===== src/avf_map.svh =====
`ifndef AVF_MAP_SVH
`define AVF_MAP_SVH
// ****************************************
// Register offsets
// ****************************************
`define AVF_ADDR_VOL_R 8'h05
`define AVF_ADDR_ANALOG 8'h06
`define AVF_ADDR_RSVD 8'h07
`define AVF_ADDR_FAULT 8'h08
// ****************************************
// Reset values and volume coding
// ****************************************
`define AVF_VOL_RST 8'hCF
`define AVF_VOL_ZERO_DB 9'h0CF
`define AVF_VOL_FLOOR 8'h07
`define AVF_ANALOG_RST 8'h51
`define AVF_OCLIM_RST 2'h0
// ****************************************
// Field positions
// ****************************************
`define AVF_OCLIM_HI 5
`define AVF_OCLIM_LO 4
`define AVF_FLT_CLK 3
`define AVF_FLT_OC 2
`define AVF_FLT_DC 1
`define AVF_FLT_OT 0
// ****************************************
// Switching multiples of the frame clock
// ****************************************
`define AVF_MULT_0 6'h06
`define AVF_MULT_1 6'h08
`define AVF_MULT_2 6'h0A
`define AVF_MULT_3 6'h0C
`define AVF_MULT_4 6'h0E
`define AVF_MULT_5 6'h10
`define AVF_MULT_6 6'h14
`define AVF_MULT_7 6'h18
// ****************************************
// Overcurrent threshold percentages
// ****************************************
`define AVF_PCT_0 7'h64
`define AVF_PCT_1 7'h4B
`define AVF_PCT_2 7'h32
`define AVF_PCT_3 7'h19
`endif


===== src/avf_pkg.sv =====
package avf_pkg;
  // Layout matches the analog control register bit for bit
  typedef struct packed {
    logic parallel_mono_select;
    logic [2:0] pwm_rate_code;
    logic [1:0] analog_gain_code;
    logic mono_source_channel;
    logic reserved_bit;
  } avf_cfg_s;

  typedef enum logic [1:0] {
    AVF_GAIN_19P2,
    AVF_GAIN_22P6,
    AVF_GAIN_25P0,
    AVF_GAIN_RSVD
  } avf_gain_e;
endpackage


===== src/avf_regs.sv =====
`timescale 1ns/1ns
`include "avf_map.svh"
module avf_regs import avf_pkg::*; (
  input wire logic clock,
  input wire logic rstn,
  input wire logic [7:0] reg_addr,
  input wire logic reg_wr,
  input wire logic reg_rd,
  input wire logic [7:0] reg_wdata,
  output logic [7:0] reg_rdata,
  output logic reg_rvalid,
  input wire logic rate_range_select,
  input wire logic clock_fault_in,
  input wire logic overcurrent_fault_in,
  input wire logic output_offset_fault_in,
  input wire logic overtemp_fault_in,
  input wire logic speaker_shutdown_n,
  output logic signed [8:0] right_gain_halfdb,
  output logic right_mute,
  output avf_cfg_s cfg,
  output avf_gain_e analog_gain,
  output logic [5:0] switch_ratio_half,
  output logic double_speed,
  output logic [6:0] overcurrent_limit_pct,
  output logic [3:0] fault_flags
);
  // ****************************************
  // Pin synchronisers
  // ****************************************
  logic [4:0] sync1_reg;
  logic [4:0] sync2_reg;
  always_ff @(posedge clock or negedge rstn) begin
    if (!rstn) begin
      sync1_reg <= 5'h01;
      sync2_reg <= 5'h01;
    end else begin
      sync1_reg <= {clock_fault_in, overcurrent_fault_in, output_offset_fault_in, overtemp_fault_in,
                    speaker_shutdown_n};
      sync2_reg <= sync1_reg;
    end
  end

  logic shutdown_n_s;
  logic [3:0] fault_s;
  assign shutdown_n_s = sync2_reg[0];
  assign fault_s = sync2_reg[4:1];

  // ****************************************
  // Register file
  // ****************************************
  logic [7:0] vol_reg;
  logic [7:0] vol_next;
  avf_cfg_s ana_reg;
  avf_cfg_s ana_next;
  logic [1:0] oclim_reg;
  logic [1:0] oclim_next;
  logic [7:0] rdata_reg;
  logic [7:0] rdata_next;
  logic rvalid_reg;
  logic rvalid_next;
  logic [3:0] flags_now;
  logic [2:0] latched;

  avf_fault_latch u_latch (
    .clock(clock),
    .rstn(rstn),
    .fault_evt({fault_s[`AVF_FLT_OC], fault_s[`AVF_FLT_DC], fault_s[`AVF_FLT_OT]}),
    .shutdown_n(shutdown_n_s),
    .fault_flag(latched)
  );

  always_comb begin
    vol_next = vol_reg;
    ana_next = ana_reg;
    oclim_next = oclim_reg;
    rdata_next = 8'h00;
    rvalid_next = reg_rd;
    // Writes only touch the addressed field; reserved location ignored
    if (reg_wr) begin
      case (reg_addr)
        `AVF_ADDR_VOL_R: vol_next = reg_wdata;
        `AVF_ADDR_ANALOG: ana_next = avf_cfg_s'(reg_wdata);
        `AVF_ADDR_FAULT: oclim_next = reg_wdata[`AVF_OCLIM_HI:`AVF_OCLIM_LO];
        default: vol_next = vol_reg;
      endcase
    end
    if (reg_rd) begin
      case (reg_addr)
        `AVF_ADDR_VOL_R: rdata_next = vol_reg;
        `AVF_ADDR_ANALOG: rdata_next = ana_reg;
        `AVF_ADDR_FAULT: rdata_next = {2'h0, oclim_reg, flags_now};
        default: rdata_next = 8'h00;
      endcase
    end
  end

  always_ff @(posedge clock or negedge rstn) begin
    if (!rstn) begin
      vol_reg <= `AVF_VOL_RST;
      ana_reg <= avf_cfg_s'(`AVF_ANALOG_RST);
      oclim_reg <= `AVF_OCLIM_RST;
      rdata_reg <= 8'h00;
      rvalid_reg <= 1'b0;
    end else begin
      vol_reg <= vol_next;
      ana_reg <= ana_next;
      oclim_reg <= oclim_next;
      rdata_reg <= rdata_next;
      rvalid_reg <= rvalid_next;
    end
  end

  // ****************************************
  // Decoders for the audio path
  // ****************************************
  logic [5:0] mult;
  logic [6:0] pct;
  logic signed [8:0] gain_next;
  logic mute_next;
  logic [5:0] ratio_next;

  always_comb begin
    case (ana_reg.pwm_rate_code)
      3'h0: mult = `AVF_MULT_0;
      3'h1: mult = `AVF_MULT_1;
      3'h2: mult = `AVF_MULT_2;
      3'h3: mult = `AVF_MULT_3;
      3'h4: mult = `AVF_MULT_4;
      3'h5: mult = `AVF_MULT_5;
      3'h6: mult = `AVF_MULT_6;
      default: mult = `AVF_MULT_7;
    endcase
    case (oclim_reg)
      2'h0: pct = `AVF_PCT_0;
      2'h1: pct = `AVF_PCT_1;
      2'h2: pct = `AVF_PCT_2;
      default: pct = `AVF_PCT_3;
    endcase
    // Half-dB units relative to the 0 dB code
    gain_next = $signed({1'b0, vol_reg}) - $signed(`AVF_VOL_ZERO_DB);
    mute_next = vol_reg < `AVF_VOL_FLOOR;
    // Period in half frame units; double speed frames are twice as fast, so halve
    ratio_next = rate_range_select ? mult : 6'(mult << 1);
    flags_now = {fault_s[`AVF_FLT_CLK], latched};
  end

  logic signed [8:0] gain_reg;
  logic mute_reg;
  avf_cfg_s cfg_reg;
  logic [5:0] ratio_reg;
  logic ds_reg;
  logic [6:0] pct_reg;
  logic [3:0] flags_reg;

  always_ff @(posedge clock or negedge rstn) begin
    if (!rstn) begin
      gain_reg <= 9'h000;
      mute_reg <= 1'b0;
      cfg_reg <= avf_cfg_s'(`AVF_ANALOG_RST);
      ratio_reg <= 6'(`AVF_MULT_5 << 1);
      ds_reg <= 1'b0;
      pct_reg <= `AVF_PCT_0;
      flags_reg <= 4'h0;
    end else begin
      gain_reg <= gain_next;
      mute_reg <= mute_next;
      cfg_reg <= ana_reg;
      ratio_reg <= ratio_next;
      ds_reg <= rate_range_select;
      pct_reg <= pct;
      flags_reg <= flags_now;
    end
  end

  assign reg_rdata = rdata_reg;
  assign reg_rvalid = rvalid_reg;
  assign right_gain_halfdb = gain_reg;
  assign right_mute = mute_reg;
  assign cfg = cfg_reg;
  assign analog_gain = avf_gain_e'(cfg_reg.analog_gain_code);
  assign switch_ratio_half = ratio_reg;
  assign double_speed = ds_reg;
  assign overcurrent_limit_pct = pct_reg;
  assign fault_flags = flags_reg;
endmodule


===== src/avf_fault_latch.sv =====
`timescale 1ns/1ns
module avf_fault_latch import avf_pkg::*; (
  input wire logic clock,
  input wire logic rstn,
  input wire logic [2:0] fault_evt,
  input wire logic shutdown_n,
  output logic [2:0] fault_flag
);
  logic [2:0] flag_reg;
  logic [2:0] flag_next;

  // ****************************************
  // Latching faults, one per bit
  // ****************************************
  // Set wins over clear so an event during shutdown is still reported
  genvar g;
  generate
    for (g = 0; g < 3; g++) begin : g_latch
      always_comb begin
        flag_next[g] = fault_evt[g] | (flag_reg[g] & shutdown_n);
      end
    end
  endgenerate

  always_ff @(posedge clock or negedge rstn) begin
    if (!rstn) begin
      flag_reg <= 3'h0;
    end else begin
      flag_reg <= flag_next;
    end
  end

  assign fault_flag = flag_reg;
endmodule


===== config.mk =====
export PLATFORM = sky130hd
export DESIGN_NAME = avf_regs
export DESIGN_NICKNAME = d
export VERILOG_FILES = /design/src/avf_pkg.sv /design/src/avf_regs.sv /design/src/avf_fault_latch.sv
export VERILOG_INCLUDE_DIRS = /design/src
export SDC_FILE = /design/constraint.sdc
export NUM_CORES = 1
export LEC_CHECK = 0
export ABC_CLOCK_PERIOD_IN_PS = 3200
export BUFFER_PORTS_ARGS = -buffer_cell sky130_fd_sc_hd__buf_2
export CAP_MARGIN = 10
export CORE_MARGIN = 1
export CORE_UTILIZATION = 25
export CTS_CLUSTER_DIAMETER = 120
export DETAILED_ROUTE_END_ITERATION = 10
export GPL_ROUTABILITY_DRIVEN = 0
export HOLD_SLACK_MARGIN = 0.12
export PLACE_DENSITY = 0.5
export SYNTH_ARGS = -nofsm -noshare
export SYNTH_HDL_FRONTEND = slang
export SYNTH_HIERARCHICAL = 1
export SYNTH_SLANG_ARGS = --single-unit

===== constraint.sdc =====
create_clock -name clock -period 3.2 [get_ports clock]
set_input_delay 0.64 -clock clock [delete_from_list [all_inputs] [get_ports clock]]
set_output_delay 0.64 -clock clock [all_outputs]
set_load 0.02 [all_outputs]

# Word-level counts from Yosys, hierarchy flattened
# Index checks and enable logic that the tools add are counted.
[word_totals] ff_bits=76 in_bits=26 out_inout_bits=47 elab_cells=52
[classes] n_addsub=1 n_lt_le_gt_ge=1 eq_ne=11 muxes=5 bitwise=6 n_reduce_logical=5
[op_table] op="$pmux 5 s7" n=1
[op_table] op="$pmux 8 s3" n=1
[op_table] op="$pmux 7 s3" n=1
[op_table] op="$eq 8x3->1 const B" n=2
[op_table] op="$eq 3x3->1 const B" n=3
[op_table] op="$sub 8x8->9 const B" n=1
[op_table] op="$eq 8x4->1 const B" n=1
[op_table] op="$lt 8x3->1 const B" n=1
[op_table] op="$mux 8" n=1
[op_table] op="$eq 3x2->1 const B" n=2
[op_table] op="$mux 6" n=1
[op_table] op="$reduce_and 2->1" n=3
[op_table] op="$and 1x1->1" n=3
[op_table] op="$eq 3x1->1 const B" n=1
[op_table] op="$logic_not 3->1" n=1
[op_table] op="$or 1x1->1" n=3
[op_table] op="$eq 2x1->1 const B" n=1
[op_table] op="$eq 2x2->1 const B" n=1
[op_table] op="$logic_not 2->1" n=1

# Logic depth before layout (Yosys ltp)
# Gate-level depths: netlist of the first run.
[logic_depth] word_depth=3 ltp_mapped=4 ltp_nobuf=4

# Cells and area by module
# Netlist of the first run, hierarchy kept.
[modules_own_cells] module="avf_regs" instances=1 cells_per_inst=195 area_each_um2=2752.6 seq_area_each_um2=1799.2
[modules_own_cells] module="avf_fault_latch" instances=1 cells_per_inst=6 area_each_um2=97.6 seq_area_each_um2=75.1

# Worst setup path before layout of the first run
# No wires, ideal clock.
[synth_timing] path_type="input to register" startpoint="in reg_addr[5]" endpoint="reg ana_reg[1] (netlist name)" setup_time_ns=0.125 arrival_time_ns=1.656 t_required_ns=3.075 slack_ns=1.419 stages=3 path_buffers=0 cell_sequence="nor4_4 > nand4_2 > mux2_2"
[synth_via] elab_chain_cells=2
[synth_rtl] element="start: declaration" line="avf_regs.sv:6" text="input wire logic [7:0] reg_addr,"
[synth_rtl] element="$eq 8x3->1" line="avf_regs.sv:80" text="case (reg_addr)"
[synth_rtl] element="$reduce_and 2->1 (no source line)"
[synth_rtl] element="end signal: assignment" line="avf_regs.sv:100" text="ana_reg <= avf_cfg_s'(`AVF_ANALOG_RST);"
[synth_rtl] element="end signal: assignment" line="avf_regs.sv:106" text="ana_reg <= ana_next;"
[synth_rtl] element="end: declaration" line="avf_regs.sv:53" text="avf_cfg_s ana_reg;"
# No other way between the ends.
# A chain may end at the register's enable or synchronous reset.

# Final worst setup path of the first run
[layout_timing] startpoint="in reg_addr[0]" endpoint="reg rdata_reg[7] (netlist: reg_rdata[7])"
[layout_via] elab_chain_cells=3 elab_cells_between_ends=5 classes_between="3 x eq/ne; 2 x mux"
[layout_rtl] element="$eq 8x4->1 / $eq 8x3->1 (equally long branches)" line="avf_regs.sv:88" text="case (reg_addr)"
[layout_rtl] element="$pmux 8 s3 *" line="avf_regs.sv:88"
[layout_rtl] element="$mux 8 *" line="avf_regs.sv:87" text="if (reg_rd) begin"
[layout_rtl] element="net rdata_next[7]" line="avf_regs.sv:58" text="logic [7:0] rdata_next;"
[layout_rtl] element="end signal: assignment" line="avf_regs.sv:108" text="rdata_reg <= rdata_next;"
[layout_rtl] element="end: declaration" line="avf_regs.sv:57" text="logic [7:0] rdata_reg;"
# The timed path passes the listed nets; every way through them passes the cells marked *.

==> results by group, run 1 <==
Outcome
  • Run status: complete, no violations

Place
  • Cells after DPL: 404
  • Pre-CTS setup slack: 0.746 ns
  • Number of port buffers: 71
  • DP Wirelength: 4.12 mm

Power
  • Leakage: 1.80 nW
  • Clk pwr share: 0.489
  • VDD IR-drop max: 0.189 mV
  • Logic pwr share: 0.074
  • Total chip power: roughly 2.3 mW
  • Switching Share: 0.223
  • PD cells: 634 nW/µm²
  • Internal Power: 1.82 mW
  • P_sw: roughly 520 µW
  • Sequential share of power: 0.437

Global routing
  • Initial antenna violation count: 0
  • Vias in the first global route: around 1700
  • Largest net degree at the start of global routing: 75
  • GRT Util Overall: 0.108
  • Total gr overflow: 0
  • First-pass GRT wire length: 9.33 mm

Detailed routing
  • Via Count: 1777
  • DR WL/cell: 14.1 µm
  • Vias per cell: roughly 4.2
  • Drt drc: 0
  • Post-DRT Antenna Nets: 0
  • Final wirelength: 5.94 mm
  • DRT iter0 DRCs: 75
  • First-pass DRT Iterations: 4

STA
  • Fin. Hold Viols: 0
  • Setup TNS: 0 ns
  • Fmax: 468 MHz
  • Relative slew slack: 0.202
  • Slew @ Worst Pin: approximately 1.2 ns
  • Final Setup Violations: 0
  • Final setup margin: around 1.1 ns
  • Clock Skew: 0.00341 ns
  • Minimum clock period: ~2.1 ns
  • RSZ-0062 raised after global routing: no
  • Max-slew violation count: 0
  • Tcrit/Tclk final: 0.667

Layout
  • Area growth from synthesis to layout: 29.5%
  • Most common cell after layout, fill and taps aside: buf_2
  • Multi-input combinational cell area: 908 µm²
  • Register area: ~1900 µm²
  • Max reg flops: 9
  • Post-route insts no fill: 420
  • Fillers: around 1100
  • Most frequent cells in the layout: buf_2, dfrtp_1, mux2_2, dfstp_2
  • Nets: 306
  • Diodes inserted: 0
  • Layout cell share with drive strength beyond 1: 0.489

Die
  • # rows: 38
  • Die W: 109 µm
  • Top Ports: 73
  • Die ar.: 11800 µm²
  • Core Footprint: 11000 µm²
  • Initial Util: 0.260
  • Die Height: 109 µm

Worst setup path
  • Worst Setup End Kind: flop
  • Worst R2R End: right_gain_halfdb[6]
  • Crit start category: primary input
  • Worst reg2reg startpoint: vol_reg[0]
  • Reg-to-reg slack, setup: around 1.9 ns
  • Data arrival, critical path: 2.28 ns
  • CP max FO: 17
  • R2R depth: 4
  • Critical Path RT: 3.35 ns
  • CP Class: primary input to flop

Worst hold path
  • Worst hold path type: flop to flop
  • Hold path start: sync1_reg[1]
  • Worst Hold End: sync2_reg[1]
  • Hold Crit Depth: 0

Synthesis
  • Mapped Nets: 232
  • Share of the synthesized area in the top cell type: 0.492
  • Area leader, netlist: dfrtp_1
  • Synth Area in XOR/XNOR: 0.0246
  • Largest family of logic cells by synthesized area: simple AND/OR/NAND/NOR gates
  • EDFF count, synth: 0
  • Synth area leaders: dfrtp_1, dfstp_2, mux2_2
  • Top FF cell, synth: dfrtp_1
  • Seq cells post-synth: 74
  • Post-synthesis mux area share: 0.0711
  • Post-Synthesis Cells: 201
  • Synth Cell Area: 2850 µm²
  • Post-synthesis simple-gate area fraction: 0.128
  • Syn avg cell area: about 14 µm²
  • Seq/Total Area, Yosys: 0.658
  • Post-synthesis adder-cell area fraction: 0.0219
  • Count of different cell masters after synthesis: 39
  • Compound-Gate Fraction of Synth Area: 0.0716
  • Async SR Flop Fraction: 1.00
  • Warning count from the yosys run: 6

CTS
  • # hold bufs at CTS: 0
  • H-tree depth: 3
  • Clock transition at path regs: roughly 0.06 ns
  • Bufs on Longest Clock Path: 2
  • CTS Buf Count: 9
  • # clock sinks: 74
  • Clk Latency, worst-skew pair: between 0.3 and 0.4 ns
  • Root buffer cell: clkbuf_16
  • CTS tree: built
  • Post-CTS setup buffer count: 0
  • PostCTS Resize Cnt: 0

Job
  • Number of max-cap violations: 0
-- cell families after synthesis --
logic type	Yosys count
AO/OA/AOI/OAI	29
other	1
adder cells (fa/ha/maj)	5
multiplexers	18
flip-flops	74
buffers and inverters	14
XOR/XNOR	8
AND/OR/NAND/NOR	52
-- through the flow --
step | area [µm²] | hold slack, ns | util
after CTS | 3690 | 0.349 | 0.336
after global placement | 3350 | 0.331 | 0.305
after global routing | 3690 | 0.353 | 0.336
final | 3690 | 0.348 | 0.336
after detailed placement | 3350 | 0.335 | 0.305
after floorplan | 2850 | 0.331 | -
-- per-layer routing --
metal  track usage  routed length [µm]  vias to the layer above
met3        0.0383                 282                        7
met1         0.142                2800                      868
met5             0                   0                        -
met4        0.0473                  87                        0
li1              -                   -                      857
met2         0.160                2770                       45
-- cell usage after synthesis (2+ instances only) --
| library cell | number |
|---|---|
| nor3_1 | 3 |
| and3b_1 | 11 |
| mux2_2 | 18 |
| nand2_1 | 3 |
| a22oi_1 | 2 |
| clkbuf_1 | 7 |
| nand4_2 | 2 |
| dfrtp_1 | 56 |
| and2b_1 | 2 |
| xor2_1 | 5 |
| o21a_1 | 2 |
| inv_1 | 3 |
| xnor2_1 | 3 |
| or2_2 | 2 |
| buf_4 | 4 |
| dfstp_2 | 18 |
| and4bb_2 | 2 |
| o211ai_1 | 7 |
| ha_1 | 5 |
| a21oi_1 | 7 |
| a21o_1 | 3 |
| nand3_1 | 11 |
| nor2_1 | 8 |
| nand2b_1 | 2 |
-- critical path: stages --
cell,delay [ns]
buf_2,0.23
and4bb_2,0.26
o311ai_1,0.98
nor3_1,0.17
-- power groups by stage --
stage / Sequential [mW] / Clock (mW) / Combinational, mW
CTS: 1.02 / 1.19 / 0.177
global placement: 1.04 / 0 / 0.174
finish: 1.02 / 1.15 / 0.173
global route: 1.03 / 1.23 / 0.190
detailed placement: 1.04 / 0 / 0.176
floorplan: 1.07 / 0 / 0.0617
-- worst max path at each step --
| stage | endpoint | start | slack (ns) |
|---|---|---|---|
| global placement | reg_rdata[6] | reg_addr[1] | 0.78 |
| floorplan | ana_reg[1] | reg_addr[5] | 1.42 |
| global route | reg_rdata[6] | reg_addr[0] | 0.93 |
| finish | reg_rdata[7] | reg_addr[0] | 1.06 |
| detailed placement | reg_rdata[7] | reg_addr[1] | 0.75 |
| CTS | reg_rdata[6] | reg_addr[1] | 1.09 |
-- final cells by class --
type | instances | area share
well taps | 140 | 0.0474
clock buffers | 9 | 0.0610
clock inverters | 7 | 0.0319
inverters | 3 | 0.00305
flip-flops and latches | 74 | 0.508
multi-input cells | 113 | 0.246
repair buffers | 74 | 0.103
(Power assumes the default switching activity.)
==> inputs of run 2 (changes only) <==
Settings changed: ABC_AREA set to 1, ABC_CLOCK_PERIOD_IN_PS 3200 to 1900, PLACE_DENSITY 0.5 to 0.51.
Clock period 3.2 ns to 1.9 ns, I/O delays scaled along.
==> run 2 against run 1 <==
  * Global-route usage increased by 0.16 points
  * Final cell count is 18% higher
  * Register-to-register slack got worse by 1.4 ns
  * Clock-buffer cell count did not move
  * First-iteration DRC count down 1.3%
  * Non-clock buffer count increased by 1
  * Largest cell class unchanged
  * Largest power group unchanged
==> results by group, run 2 <==
Detailed routing
  • DRT iter0 DRCs: 74 (-1.3%)
  • Met3 wire len: 335 µm (+19%)
  • Routed wl met2: 2.91 mm (+5.4%)
  • Post-DRT Antenna Nets: 0 (unchanged)
  • DR WL/cell: 12.2 µm (-14%)
  • Wire length on met1: 2.62 mm (-6.6%)
  • Top sig layer: met4
  • Final wirelength: 6.05 mm (+1.8%)
  • Drt drc: 0 (unchanged)
  • Via Count: 2011 (+13%)
  • Vias per cell: 4.06 (-4.0%)
  • First-pass DRT Iterations: 4 (unchanged)

Power
  • PD cells: 1010 nW/µm² (+60%)
  • Sequential share of power: 0.455 (+0.018)
  • Clk pwr share: 0.460 (-0.029)
  • P_sw: 964 µW (+85%)
  • VDD IR-drop max: 0.502 mV (+170%)
  • Logic pwr share: 0.085 (+0.011)
  • Total chip power: 3.79 mW (+62%)
  • Switching Share: 0.255 (+0.0317)
  • Leakage: 1.91 nW (+5.8%)
  • Internal Power: 2.82 mW (+55%)

Layout
  • Nets: 378 (+24%)
  • Area growth from synthesis to layout: 28.1%
  • Diodes inserted: 0 (unchanged)
  • Max reg flops: 9 (unchanged)
  • Layout cell share with drive strength beyond 1: 0.392 (-0.0972)
  • Most frequent cells in the layout: buf_2, nand2_1, dfrtp_1
  • Most common cell after layout, fill and taps aside: buf_2
  • Final core utilization: 0.328 (-0.00769)

STA
  • Setup TNS: 0 ns (unchanged)
  • Tcrit/Tclk final: 0.727
  • RSZ-0062 raised after global routing: no
  • Fin. Hold Viols: 0 (unchanged)
  • Fmax: approximately 720 MHz
  • Clock Skew: 0.00676 ns (+0.00336 ns)
  • Minimum clock period: around 1.4 ns
  • Final Setup Violations: 0 (unchanged)
  • Max-slew violation count: 0 (unchanged)

Die
  • Initial Util: 0.256 (-0.00310)
  • # rows: 39 (+2.6%)
  • Top Ports: 73 (unchanged)
  • Core Footprint: 11400 µm² (+3.5%)
  • Die Height: 110 µm (+1.1%)
  • Die W: 110 µm (+1.1%)
  • Die ar.: 12100 µm² (+2.2%)

Place
  • Number of port buffers: 71 (unchanged)
  • DP Wirelength: 4.43 mm (+7.5%)

CTS
  • Post-CTS setup buffer count: 0 (unchanged)
  • PostCTS Resize Cnt: 0 (unchanged)
  • CTS Buf Count: 9 (unchanged)
  • Clock transition at path regs: 0.06 ns (about the same)
  • Bufs on Longest Clock Path: 2 (unchanged)
  • CTS tree: built
  • # clock sinks: 74 (unchanged)
  • Root buffer cell: clkbuf_16
  • H-tree depth: 3 (unchanged)
  • Clk Latency, worst-skew pair: 0.33 ns (about the same)

Worst setup path
  • CP bufs+invs: 1 (unchanged)
  • Crit start category: flop
  • CP Class: flop to primary output
  • Critical path's largest stage delay: 0.52 ns (-0.46 ns)
  • CP max FO: 1 (-16)
  • Cell count along the critical path: 1 (-3)
  • Data arrival, critical path: 1.00 ns (-1.28 ns)
  • Delay-heaviest family, CP: flip-flops
  • Worst Setup End Kind: primary output
  • Critical-path cell list: buf_2
  • R2R depth: 6 (+2)
  • Critical Path RT: 1.52 ns (-1.83 ns)
  • Slowest CP cell: dfstp_2

Global routing
  • Total gr overflow: 0 (unchanged)
  • Vias in the first global route: 2031 (+17%)
  • Initial antenna violation count: 0 (unchanged)
  • GRT Util Overall: 0.110 (+0.00161)
  • First-pass GRT wire length: 9.80 mm (+5.1%)
  • Largest net degree at the start of global routing: 38 (-49%)

Synthesis
  • Async SR Flop Fraction: 1.00 (unchanged)
  • Synth area leaders: dfrtp_1, dfstp_2, nand2_1
  • Syn avg cell area: 10.8 µm² (-24%)
  • Synth Cell Area: 2920 µm² (+2.3%)
  • Commonest cells in the netlist: nand2_1, dfrtp_1, inv_1
  • EDFF count, synth: 0 (unchanged)
  • Post-Synthesis Cells: 270 (+34%)
  • Share of the synthesized area in the top cell type: 0.481 (-0.0110)
  • Count of different cell masters after synthesis: 26 (-33%)
  • Top-count cell post-synth: nand2_1
  • Seq/Total Area, Yosys: 0.643 (-0.0147)
  • Warning count from the yosys run: 6 (unchanged)
  • Mapped Nets: 301 (+30%)
  • Area leader, netlist: dfrtp_1
  • Top FF cell, synth: dfrtp_1
  • Seq cells post-synth: 74 (unchanged)

Job
  • Number of max-cap violations: 0 (unchanged)

Worst hold path
  • Hold Crit Depth: 1 (+1)
  • Worst hold path type: primary input to flop

Outcome
  • Run status: complete, no violations
-- run 2: changes by cell type after synthesis, sizes merged, moves of 4 or more --
cell,change
o21ai,+20
clkbuf,-6
o211ai,-7
and3b,-12
nand2,+58
nand3,+24
inv,+38
buf,+4
mux2,-18
-- run 2: worst paths after layout --
| kind | from | endpoint | slack, ns |
|---|---|---|---|
| setup reg to reg | vol_reg[0] | right_gain_halfdb[6] | 0.55 |
| min in group asynchronous | rstn | analog_gain[1] | 0.55 |
| setup / recovery | cfg[0] | cfg[0] | 0.52 |
| max in group asynchronous | rstn | vol_reg[3] | 0.72 |
| hold / removal | speaker_shutdown_n | sync1_reg[0] | 0.14 |
| hold reg to reg | sync1_reg[3] | sync2_reg[3] | 0.35 |
-- run 2: cell type report --
cell class	instances	area, µm²
Inverter	41	154
Fill cell	1169	7630
Clock inverter	7	83.8
Timing Repair Buffer	75	403
Tap cell	143	179
Clock buffer	9	225
Multi-Input combinational cell	146	816
Sequential cell	74	1870
-- run 2: metal layers --
metal | up-vias | track usage
met5 | - | 0
met2 | 70 | 0.180
met4 | 0 | 0.0667
met1 | 935 | 0.131
li1 | 992 | -
met3 | 14 | 0.0253
-- run 2: power by group through the flow --
stage	clock (mW)	sequential [mW]	combinational (mW)
2_1_floorplan	0	1.80	0.126
3_3_place_gp	0	1.75	0.324
3_5_place_dp	0	1.75	0.329
4_1_cts	1.80	1.73	0.331
5_1_grt	1.86	1.73	0.365
6_report	1.74	1.72	0.323
-- run 2: cell families (layout without fill, tap and decap cells) --
family | count (synthesis) | after routing | synth area share
adders and majority gates | 5 | 5 | 0.0215
buffers and inverters | 50 | 132 | 0.0773
AOI/OAI and AO/OA | 26 | 26 | 0.0661
other | 1 | 1 | 0.00129
and+or+nand+nor | 111 | 111 | 0.182
DFF | 74 | 74 | 0.643
xor gates and xnor gates | 3 | 3 | 0.00901
-- run 2: what timing repair did --
| action | in CTS | in global routing |
|---|---|---|
| setup endpoints to repair | 0 | 0 |
| endpoints found under the hold margin | 23 | 0 |
| hold buffers | 1 | 0 |
-- run 2: per-stage QoR --
step | worst slack (ns) | hold WS [ns] | instance area, µm² | std cells
finish | 0.518 | 0.143 | 3730 | 495
global route | 0.453 | 0.130 | 3730 | 495
CTS | 0.508 | 0.133 | 3730 | 495
detailed placement | 0.390 | 0.335 | 3420 | 478
global placement | 0.450 | 0.333 | 3420 | 478
floorplan | 0.698 | 0.0844 | 2920 | 270
==> inputs of run 3 (changes only) <==
Settings changed: ABC_CLOCK_PERIOD_IN_PS 1900 to 1230.
Clock period 1.9 ns to 1.23 ns, I/O delays scaled along.
==> run 3 against run 2 <==
  * Power is 61% higher
  * Final cell count up 4.0%
  * Sequential power up 55%
  * Combinational power up 77%
  * Routed wire length grew 2.1%
  * Critical path depth up 5
  * Clock power up 64%
  * Register-to-register slack worse by 0.53 ns
  * Hold slack got worse by 0.011 ns
  * Largest cell class unchanged
==> results by group, run 3 (synthesis results as in run 2) <==
Die
  • Die Height: 110 µm (unchanged)
  • Die W: 110 µm (unchanged)
  • # rows: 39 (unchanged)
  • Initial Util: 0.256 (unchanged)
  • Top Ports: 73 (unchanged)
  • Core Footprint: 11400 µm² (unchanged)
  • Die ar.: 12100 µm² (unchanged)

STA
  • Tcrit/Tclk final: 0.986
  • RSZ-0062 raised after global routing: yes
  • Clock Skew: 0.00726 ns (+0.000502 ns)
  • Fmax: 825 MHz
  • Fin. Hold Viols: 0 (unchanged)
  • Max-slew violation count: 0 (unchanged)
  • Final Setup Violations: 0 (unchanged)
  • Minimum clock period: 1.21 ns

Worst hold path
  • Worst hold path type: primary input to flop
  • Hold Crit Depth: 3 (+2)
  • Hold path start: reg_wdata[4]
  • Worst Hold End: oclim_reg[0]

Worst setup path
  • CP max FO: 3 (+2)
  • Worst reg2reg startpoint: vol_reg[1]
  • Slowest CP cell: dfstp_2
  • Delay-heaviest family, CP: flip-flops
  • Critical-path cell list: buf_6, nand4_1, nand3_2, nand2_1, nand2_1, nand2_1
  • CP Class: flop to flop
  • R2R depth: 6 (unchanged)
  • Crit start category: flop
  • Reg-to-reg slack, setup: 0.02 ns (-0.53 ns)
  • CP bufs+invs: 1 (unchanged)
  • Critical Path RT: 1.45 ns (-0.07 ns)
  • Critical path's largest stage delay: 0.57 ns (+0.05 ns)
  • Worst Setup End Kind: flop
  • Worst R2R End: right_gain_halfdb[7]
  • Data arrival, critical path: 1.43 ns (+0.43 ns)
  • Worst path most repeated cell: nand2_1

Power
  • Sequential share of power: 0.437 (-0.018)
  • Total chip power: 6.08 mW (+61%)
  • P_sw: 1.48 mW (+54%)
  • Internal Power: 4.60 mW (+63%)
  • Logic pwr share: 0.094 (+0.009)
  • Switching Share: 0.244 (-0.0107)
  • Leakage: 2.05 nW (+7.5%)
  • Clk pwr share: 0.469 (+0.009)
  • PD cells: 1500 nW/µm² (+48%)
  • VDD IR-drop max: 0.633 mV (+26%)

CTS
  • Root buffer cell: clkbuf_16
  • CTS Buf Count: 9 (unchanged)
  • # clock sinks: 74 (unchanged)
  • Clock transition at path regs: 0.06 ns (about the same)
  • CTS tree: built
  • Clk Latency, worst-skew pair: 0.33 ns (about the same)
  • Bufs on Longest Clock Path: 2 (unchanged)
  • H-tree depth: 3 (unchanged)

Layout
  • Design area: 4060 µm² (+8.7%)
  • Layout cell share with drive strength beyond 1: 0.438 (+0.0461)
  • Post-route insts no fill: 515 (+4.0%)
  • Max reg flops: 9 (unchanged)
  • Most frequent cells in the layout: buf_2, dfrtp_1, nand2_1
  • Nets: 398 (+5.3%)
  • Most common cell after layout, fill and taps aside: buf_2
  • Diodes inserted: 0 (unchanged)
  • Area growth from synthesis to layout: 39.2%

Global routing
  • Total gr overflow: 0 (unchanged)
  • Initial antenna violation count: 0 (unchanged)
  • GR Util met3: 0.0347 (+0.00941)
  • Met1 Use GR: 0.132 (+0.00153)
  • Most crowded layer after global routing: met2
  • GRT Util Overall: 0.113 (+0.00327)
  • Largest net degree at the start of global routing: 32 (-16%)
  • First-pass GRT wire length: 10.1 mm (+3.1%)
  • Vias in the first global route: 2105 (+3.6%)
  • Met2 global-route usage: 0.198 (+0.0179)

Detailed routing
  • Final wirelength: 6.17 mm (+2.1%)
  • Via Count: 2094 (+4.1%)
  • DRT iter0 DRCs: 50 (-32%)
  • Vias per cell: 4.07 (about the same)
  • First-pass DRT Iterations: 4 (unchanged)
  • DR WL/cell: 12.0 µm (-1.9%)
  • Post-DRT Antenna Nets: 0 (unchanged)
  • Drt drc: 0 (unchanged)

Place
  • Cells after DPL: 489 (+2.3%)
  • DP Wirelength: 4.53 mm (+2.2%)
  • Placed instance area: 3550 µm² (+3.9%)
  • Number of port buffers: 71 (unchanged)

Job
  • Number of max-cap violations: 0 (unchanged)

Outcome
  • Run status: complete, no violations
run 3: power groups by stage:
stage | clock network, mW | logic [mW] | registers, mW
finish | 2.85 | 0.572 | 2.66
global route | 3.04 | 0.642 | 2.68
floorplan | 0 | 0.194 | 2.79
detailed placement | 0 | 0.543 | 2.70
global placement | 0 | 0.537 | 2.70
CTS | 2.93 | 0.569 | 2.66
run 3: through the flow:
step	TNS (ns)	hold WS (ns)	util	setup WS, ns
floorplan	0	-0.0496	-	0.0278
global placement	-0.0670	0.138	0.312	-0.0332
detailed placement	-0.186	0.143	0.312	-0.0479
CTS	0	0.129	0.350	0.00187
global route	-0.0744	0.131	0.357	-0.0294
finish	0	0.133	0.357	0.0178
run 3: worst max-delay path by stage:
stage / depth (start not counted) / endpoint / slack [ns] / startpoint
floorplan: 6 / right_gain_halfdb[6] / 0.03 / vol_reg[0]
global placement: 6 / right_gain_halfdb[6] / -0.03 / vol_reg[0]
detailed placement: 7 / vol_reg[5] / -0.05 / reg_addr[4]
CTS: 6 / right_gain_halfdb[6] / 0.002 / vol_reg[1]
global route: 6 / right_gain_halfdb[7] / -0.03 / vol_reg[0]
finish: 6 / right_gain_halfdb[7] / 0.02 / vol_reg[1]
run 3: tightest hold or removal path: stages:
cell and delay (ns):
buf_2 0.09, nand2_1 0.04, o21ai_0 0.05
run 3: cell type report:
type | count | area, µm²
Sequential cell | 74 | 1870
Clock inverter | 7 | 101
Multi-Input combinational cell | 146 | 856
Inverter | 41 | 154
Tap cell | 143 | 179
Timing Repair Buffer | 95 | 669
Clock buffer | 9 | 225
Fill cell | 1135 | 7310
run 3: what timing repair did:
action,in CTS,in global routing
buffers inserted,0,3
pin swaps,0,3
hold endpoints to repair,65,0
hold buffers,7,0
endpoints found under the setup margin,9,14
gates resized for setup,11,17
run 3: routing by layer:
layer	up-vias	share of wire
li1	1038	-
met1	995	0.43
met2	51	0.51
met3	10	0.051
met4	0	0.013
met5	-	0
